File: src/verilog/ssw_pkg.sv
// Shared widths, encodings and reset values for the synchronous memory block.
package ssw_pkg;
   localparam int ADDR_W = 6;
   localparam int LANES = 4;
   localparam int LANE_W = 9;
   localparam int DATA_W = LANES * LANE_W;
   localparam logic [DATA_W-1:0] DATA_RST = 36'h0;
   localparam logic [LANES-1:0] LANES_NONE = 4'h0;
   localparam logic [LANES-1:0] LANES_ALL = 4'hf;
   typedef enum {SSW_IDLE, SSW_READ, SSW_WRITE, SSW_SLEEP} ssw_state_t;
endpackage

File: src/verilog/ssw_array.sv
// Storage array with per-lane write enables and a registered read port.
`timescale 1ns/1ps
module ssw_array #(
   parameter int ADDR_W = 6,
   parameter int LANES  = 4,
   parameter int LANE_W = 9
) (
   input  wire logic                      clock,    // System clock.
   input  wire logic [ADDR_W-1:0]         addr,     // Word address.
   input  wire logic [LANES-1:0]          lane_we,  // Lane write enables.
   input  wire logic [LANES*LANE_W-1:0]   wdata,    // Write data.
   output logic      [LANES*LANE_W-1:0]   rdata     // Read data.
);
   logic [LANES*LANE_W-1:0] mem [0:(1<<ADDR_W)-1];

   genvar g;
   generate
      for (g = 0; g < LANES; g++) begin : g_lane
         always_ff @(posedge clock) begin
            if (lane_we[g]) begin
               mem[addr][g*LANE_W +: LANE_W] <= wdata[g*LANE_W +: LANE_W];
            end
         end
      end
   endgenerate

   always_ff @(posedge clock) begin
      rdata <= mem[addr];
   end
endmodule

File: src/verilog/ssw_top.sv
// Synchronous pipelined memory: select decode, writes, bus drive, sleep.
// What this block does
// The memory is selected only with primary select low, high depth select high and low depth select low.
// All lanes are written when global write is low, or when the qualifier and every lane write are low.
// After a write the data bus stays undriven until a strobe starts a new read.
// The controller deselects the memory before raising the sleep request; the block enters sleep in any cycle without a selected strobe, selected or not.
// On leaving sleep the data bus stays undriven.
// With global write high and qualifier low, only lanes whose lane write is low are written.
`timescale 1ns/1ps
module ssw_top
   import ssw_pkg::*;
#(
   parameter int AW = ssw_pkg::ADDR_W
) (
   input  wire logic                       clock,               // Clock.
   input  wire logic                       rst,                 // Sync reset.
   input  wire logic                       primary_select_n,    // Select.
   input  wire logic                       depth_select_hi,     // Depth sel.
   input  wire logic                       depth_select_lo_n,   // Depth sel.
   input  wire logic                       processor_strobe_n,  // Strobe.
   input  wire logic                       controller_strobe_n, // Strobe.
   input  wire logic                       all_lanes_write_n,   // Global wr.
   input  wire logic                       lane_write_qualifier_n, // Qual.
   input  wire logic [ssw_pkg::LANES-1:0]  lane_write_n,        // Lane wr.
   input  wire logic                       sleep_request,       // Sleep pin.
   input  wire logic                       output_enable_n,     // Async OE.
   input  wire logic [AW-1:0]              addr,                // Address.
   input  wire logic [ssw_pkg::DATA_W-1:0] dq_in,               // Bus in.
   output logic      [ssw_pkg::DATA_W-1:0] dq_out,              // Bus out.
   output logic                            dq_oe,               // Bus drive.
   output logic                            asleep               // In sleep.
);
   import ssw_pkg::*;

   // Two-stage synchronisers for the asynchronous pins.
   // Only the second stage of each pair is read by the control logic, so a
   // metastable first stage never reaches the state machine.
   // The output enable resets to its deasserted level so that the bus is
   // never driven before the pin has been seen twice.
   logic sleep_s1_reg, sleep_s1_next;
   logic sleep_s2_reg, sleep_s2_next;
   logic oe_s1_reg,    oe_s1_next;
   logic oe_s2_reg,    oe_s2_next;

   always_comb begin
      sleep_s1_next = sleep_request;
      sleep_s2_next = sleep_s1_reg;
      oe_s1_next    = output_enable_n;
      oe_s2_next    = oe_s1_reg;
   end

   always_ff @(posedge clock) begin
      if (rst) begin
         sleep_s1_reg <= 1'b0;
         sleep_s2_reg <= 1'b0;
         oe_s1_reg    <= 1'b1;
         oe_s2_reg    <= 1'b1;
      end else begin
         sleep_s1_reg <= sleep_s1_next;
         sleep_s2_reg <= sleep_s2_next;
         oe_s1_reg    <= oe_s1_next;
         oe_s2_reg    <= oe_s2_next;
      end
   end

   // Turns the three write inputs into one enable per byte lane.
   // Global write overrides the qualifier; with both inactive no lane is
   // written, which makes the access a read.
   function automatic logic [LANES-1:0] lane_mask(
      input logic            gw_n,
      input logic            qual_n,
      input logic [LANES-1:0] bw_n
   );
      if (!gw_n) begin
         lane_mask = LANES_ALL;
      end else if (!qual_n) begin
         lane_mask = ~bw_n;
      end else begin
         lane_mask = LANES_NONE;
      end
   endfunction

   ssw_state_t        state_reg, state_next;
   logic [AW-1:0]     addr_reg, addr_next;
   logic              oe_reg, oe_next;
   logic              asleep_reg, asleep_next;
   logic [LANES-1:0]  lane_we;
   logic              selected;
   logic              strobe;
   logic [DATA_W-1:0] rdata;

   // Deselection by any one enable at its inactive level.
   assign selected = !primary_select_n && depth_select_hi
                     && !depth_select_lo_n;
   assign strobe = !processor_strobe_n || !controller_strobe_n;

   // Access control. A selected strobe starts a new access and latches the
   // address; later strobe-free cycles continue it at the latched address.
   // The bus is only ever turned on by a read started with a strobe, so a
   // write or a wake-up always leaves it undriven until the next read.
   // A strobe seen while deselected ends any access and frees the bus.

   always_comb begin
      state_next  = state_reg;
      addr_next   = addr_reg;
      oe_next     = oe_reg;
      asleep_next = asleep_reg;
      lane_we     = LANES_NONE;
      case (state_reg)
         SSW_SLEEP: begin
            oe_next = 1'b0;
            if (!sleep_s2_reg) begin
               state_next  = SSW_IDLE;
               asleep_next = 1'b0;
               oe_next     = 1'b0;
            end
         end
         default: begin
            // Sleep is honoured in any cycle without a selected strobe.
            if (sleep_s2_reg && !(strobe && selected)) begin
               state_next  = SSW_SLEEP;
               asleep_next = 1'b1;
               oe_next     = 1'b0;
            end else if (strobe && selected) begin
               addr_next = addr;
               // A processor strobe always starts a read; the write
               // inputs are looked at on the following cycle.
               if (!processor_strobe_n) begin
                  state_next = SSW_READ;
                  oe_next    = !oe_s2_reg;
               end else if (|lane_mask(all_lanes_write_n,
                                      lane_write_qualifier_n,
                                      lane_write_n)) begin
                  state_next = SSW_WRITE;
                  oe_next    = 1'b0;
                  lane_we    = lane_mask(all_lanes_write_n,
                                         lane_write_qualifier_n,
                                         lane_write_n);
               end else begin
                  state_next = SSW_READ;
                  oe_next    = !oe_s2_reg;
               end
            end else if (strobe) begin
               state_next = SSW_IDLE;
               oe_next    = 1'b0;
            end else if (state_reg == SSW_READ) begin
               // Write inputs following a processor strobe turn the
               // access into a write of the latched address.
               lane_we = lane_mask(all_lanes_write_n,
                                   lane_write_qualifier_n,
                                   lane_write_n);
               if (|lane_we) begin
                  state_next = SSW_WRITE;
                  oe_next    = 1'b0;
               end else begin
                  oe_next = !oe_s2_reg;
               end
            end else if (state_reg == SSW_WRITE) begin
               lane_we = lane_mask(all_lanes_write_n,
                                   lane_write_qualifier_n,
                                   lane_write_n);
               oe_next = 1'b0;
            end
         end
      endcase
   end

   always_ff @(posedge clock) begin
      if (rst) begin
         state_reg  <= SSW_IDLE;
         addr_reg   <= '0;
         oe_reg     <= 1'b0;
         asleep_reg <= 1'b0;
      end else begin
         state_reg  <= state_next;
         addr_reg   <= addr_next;
         oe_reg     <= oe_next;
         asleep_reg <= asleep_next;
      end
   end

   // The array sees the new address in the strobe cycle itself, so that a
   // read is ready one cycle later and a controller write lands at once.
   logic [AW-1:0] array_addr;
   assign array_addr = (strobe && selected) ? addr : addr_reg;

   ssw_array #(
      .ADDR_W (AW),
      .LANES  (LANES),
      .LANE_W (LANE_W)
   ) u_array (
      .clock   (clock),
      .addr    (array_addr),
      .lane_we (lane_we),
      .wdata   (dq_in),
      .rdata   (rdata)
   );

   // Output stage. Every output leaves from a flip-flop so that the pins
   // never glitch with the decode logic behind them.
   logic [DATA_W-1:0] dq_out_next;
   logic              dq_oe_next;
   logic              asleep_out_next;

   always_comb begin
      dq_out_next     = rdata;
      dq_oe_next      = oe_reg;
      asleep_out_next = asleep_reg;
   end

   always_ff @(posedge clock) begin
      if (rst) begin
         dq_out <= DATA_RST;
         dq_oe  <= 1'b0;
         asleep <= 1'b0;
      end else begin
         dq_out <= dq_out_next;
         dq_oe  <= dq_oe_next;
         asleep <= asleep_out_next;
      end
   end
endmodule

File: config.mk
export PLATFORM = sky130hd
export DESIGN_NAME = ssw_top
export DESIGN_NICKNAME = d
export VERILOG_FILES = /design/src/verilog/ssw_pkg.sv /design/src/verilog/ssw_array.sv /design/src/verilog/ssw_top.sv
export SDC_FILE = /design/constraint.sdc
export NUM_CORES = 2
export LEC_CHECK = 0
export BUFFER_PORTS_ARGS = -buffer_cell sky130_fd_sc_hd__buf_2
export CORE_ASPECT_RATIO = 2
export CORE_UTILIZATION = 45
export CTS_CLUSTER_SIZE = 10
export DETAILED_ROUTE_END_ITERATION = 10
export PLACE_DENSITY = 0.59
export SLEW_MARGIN = 20
export SYNTH_ARGS = -nofsm -noshare
export SYNTH_HDL_FRONTEND = slang
export SYNTH_HIERARCHICAL = 1
export SYNTH_SLANG_ARGS = --single-unit
File: constraint.sdc
create_clock -name clock -period 9.02 [get_ports clock]
set_clock_uncertainty 0.15 [all_clocks]
set_input_delay 2.706 -clock clock [delete_from_list [all_inputs] [get_ports clock]]
set_output_delay 2.706 -clock clock [all_outputs]
set_load 0.005 [all_outputs]
==> flow_summary.yaml <==
placement:
  portBuffers: 94
  place_hpwl_um: 173000
  routabilityCongestion: 0.907
synth:
  ys_seq_area_share_pct: 78.2
  yosysUniqueCellTypes: 74
  async_flop_share_pct: 0
  syn-instance-count: 5154
  syn_area_per_cell_um2: 17.6
  synth_area_mm2: 0.0908
  yosysWarnings: 6
  ys_ff_latch: 2392
  ys.flop_type: "edfxtp_1"
  syn_nets: 5214
  synth_edf_count: 2304
die:
  fp-row-count: 232
  die_w_um: 320
  die_h_um: 637
  initial_core_util_pct: 45.4
  core_area_mm2: 0.200
  io_pins: 95
  fp.dieArea_mm2: 0.204
min_path:
  min_path_type: "reg -> reg"
power_and_ir_drop:
  leakagePower_nw: 31.3
  total_power_mw: 23.5
  power.density_mw_per_mm2: 230
  ir_worst_vdd_v: 0.000136
timing:
  maxSlewHeadroom_pct: 18.9
  finalHoldViolCount: 0
  worst_pin_slew_ps: 1210
  slew_violations: 0
  finalCritPeriodShare_pct: 75.1
  tns_ps: 0
  layout_min_cycle_time_ps: 6780
  rsz0062_at_grt: "no"
  setup_violations: 0
  whs_ps: 270
  fmax_ghz: 0.148
status:
  status: "completed"
grt:
  grt_max_degree: 126
  grtUsageTotal_pct: 27.3
  grt_overflow: 0
  antenna_found_initial: 20
  grt_pass1_vias: 52500
  grt_pass1_wl_um: 392000
clock_network:
  numCtsBuffers: 281
  cts.path.max_buffers: 4
  clockRootBuffer: "clkbuf_16"
  cts_tree: "yes"
  clock-sinks: 2392
  cts_max_level: 5
  clk_pin_slew_worst_paths_ps: 50
  clock_latency_ps: 830
  ctsResizeCount: 0
  cts.hold.buffers_added: 0
  postCtsSetupBuffers: 0
critical_path:
  reg2reg_slack_ps: 4960
  cp.depth: 9
  slowest_stage: "nand2_2"
  cp_cell_sequence: "buf_2 > a211oi_4 > and2_1 > mux2_8 > nor2_4 > buf_4 > nand2_2 > buf_4 > nor2_1"
  cp-end-kind: "flip-flop"
  startpoint: "controller_strobe_n"
  r2r_end: "u_array/mem[0][26]"
  crit_buf_inv: 3
  startpoint_type: "input port"
  cpPeakStageDelay_ps: 750
  r2r-start: "addr_reg[0]"
  crit_top_cell: "buf_4"
  crit_end: "u_array/mem[0][26]"
  arrival_ps: 7060
  crit_family: "simple AND/OR/NAND/NOR gates"
  path_class: "in -> reg"
  rr_worst_depth: 6
  cp_max_fo: 51
  critPathRequiredTime_ps: 9310
final_layout:
  area_delta_synth_final_pct: 12.5
  drive_above_1_share_pct: 14.9
  final_net_count: 5372
  layout_common_cells: "edfxtp_1 (2,304), a22oi_1 (457), nor2_1 (347), clkbuf_16 (289), a221oi_1 (254)"
  multi_input_area_mm2: 0.0182
  top_register: "u_array/mem"
  top_regs: "u_array/mem (2304), dq_out (36), u_array/rdata (36)"
  largest_register_ffs: 2304
  layout_commonest_cell: "edfxtp_1"
  final_core_util_pct: 51.1
  fill_cells: 16100
  register_area_mm2: 0.0709
routing:
  via_per_inst: 6.46
  dr.pass1.iters: 6
  via_count: 51800
  drt_iter0_drc: 5788
  post_drt_wl_per_cell_um: 35.1
  antenna_left: 0
  wl_um: 282000
  drc: 0
run:
  cap_violations: 0
-- how the worst min path moves through the flow --
| stage | startpoint | end | slack, ps | cells past startpoint |
|---|---|---|---|---|
| floorplan | oe_s1_reg | oe_s2_reg | 240 | 1 |
| global placement | oe_s1_reg | oe_s2_reg | 250 | 1 |
| detailed placement | oe_s1_reg | oe_s2_reg | 250 | 1 |
| CTS | oe_s1_reg | oe_s2_reg | 270 | 1 |
| global route | oe_s1_reg | oe_s2_reg | 300 | 1 |
| finish | oe_s1_reg | oe_s2_reg | 270 | 1 |
-- cells by family (layout without fill, tap and decap cells) --
| logic type | after synthesis | after routing | synth area share, % |
|---|---|---|---|
| compound gates | 1322 | 1322 | 10.8 |
| fa+ha+maj | 3 | 3 | 0.0414 |
| buf+inv | 385 | 663 | 2.01 |
| flops | 2392 | 2392 | 78.2 |
| mux | 385 | 385 | 5.53 |
| other cells | 0 | 14 | 0 |
| simple gates | 667 | 667 | 3.40 |
-- cell type report --
| class | count | share of cell area, % |
|---|---|---|
| antenna | 14 | 0.0343 |
| inverter | 8 | 0.0392 |
| clock buffer | 387 | 7.44 |
| tap | 2574 | 3.15 |
| timing repair buffer | 252 | 1.87 |
| sequential | 2392 | 69.5 |
| multi-input combinational | 2377 | 17.8 |
| clock inverter | 16 | 0.178 |
-- metrics by stage --
step | instances | cell area (um^2) | setup WS [ps]
floorplan | 5154 | 90800 | 2870
global placement | 7603 | 94300 | 1570
detailed placement | 7603 | 94300 | 1480
CTS | 8006 | 102000 | 2310
global route | 8010 | 102000 | 2140
finish | 8020 | 102000 | 2240
-- power by group --
group,switching [mW],total [mW],internal (mW)
Sequential,0.0562,12.3,12.2
Clock,4.18,10.0,5.82
Combinational,0.895,1.24,0.341
-- synthesized netlist by cell type (all sizes together), types with 4 or more instances --
library cell  instances  area share, %
o221a                15           0.19
inv                   7          0.034
a211oi               34           0.30
a311oi               16           0.15
nand2               120           0.50
mux4                 75            1.9
nand2b                5          0.034
nor2b                48           0.33
a221oi              262            2.6
dfxtp                88            1.9
a222oi               15           0.17
or2                  19           0.13
edfxtp             2304             76
nor3                 25           0.15
o32ai                 6          0.058
a221o                30           0.33
o211ai                4          0.039
nor2                355            1.5
a22oi               457            3.8
a22o                  8          0.077
nand3                 6          0.039
and4                 29           0.28
and2                  9          0.062
o221ai               35           0.34
o22ai               160            1.1
clkbuf              181           0.75
o21ai               117           0.65
mux2i               159            1.8
buf                 196            1.2
a21oi               113           0.62
a31oi                 9          0.062
o22a                 28           0.27
and3                  6          0.041
or4                  16           0.13
mux2                151            1.9
nand4                20           0.14
-- routing by layer --
metal,track usage (%),up-vias,routed length [um]
li1,-,21500,-
met1,30.3,26900,94600
met2,49.2,2702,148000
met3,3.95,728,20000
met4,16.3,2,18600
met5,0,-,11
No activity file was read; power rests on OpenSTA's default activity.
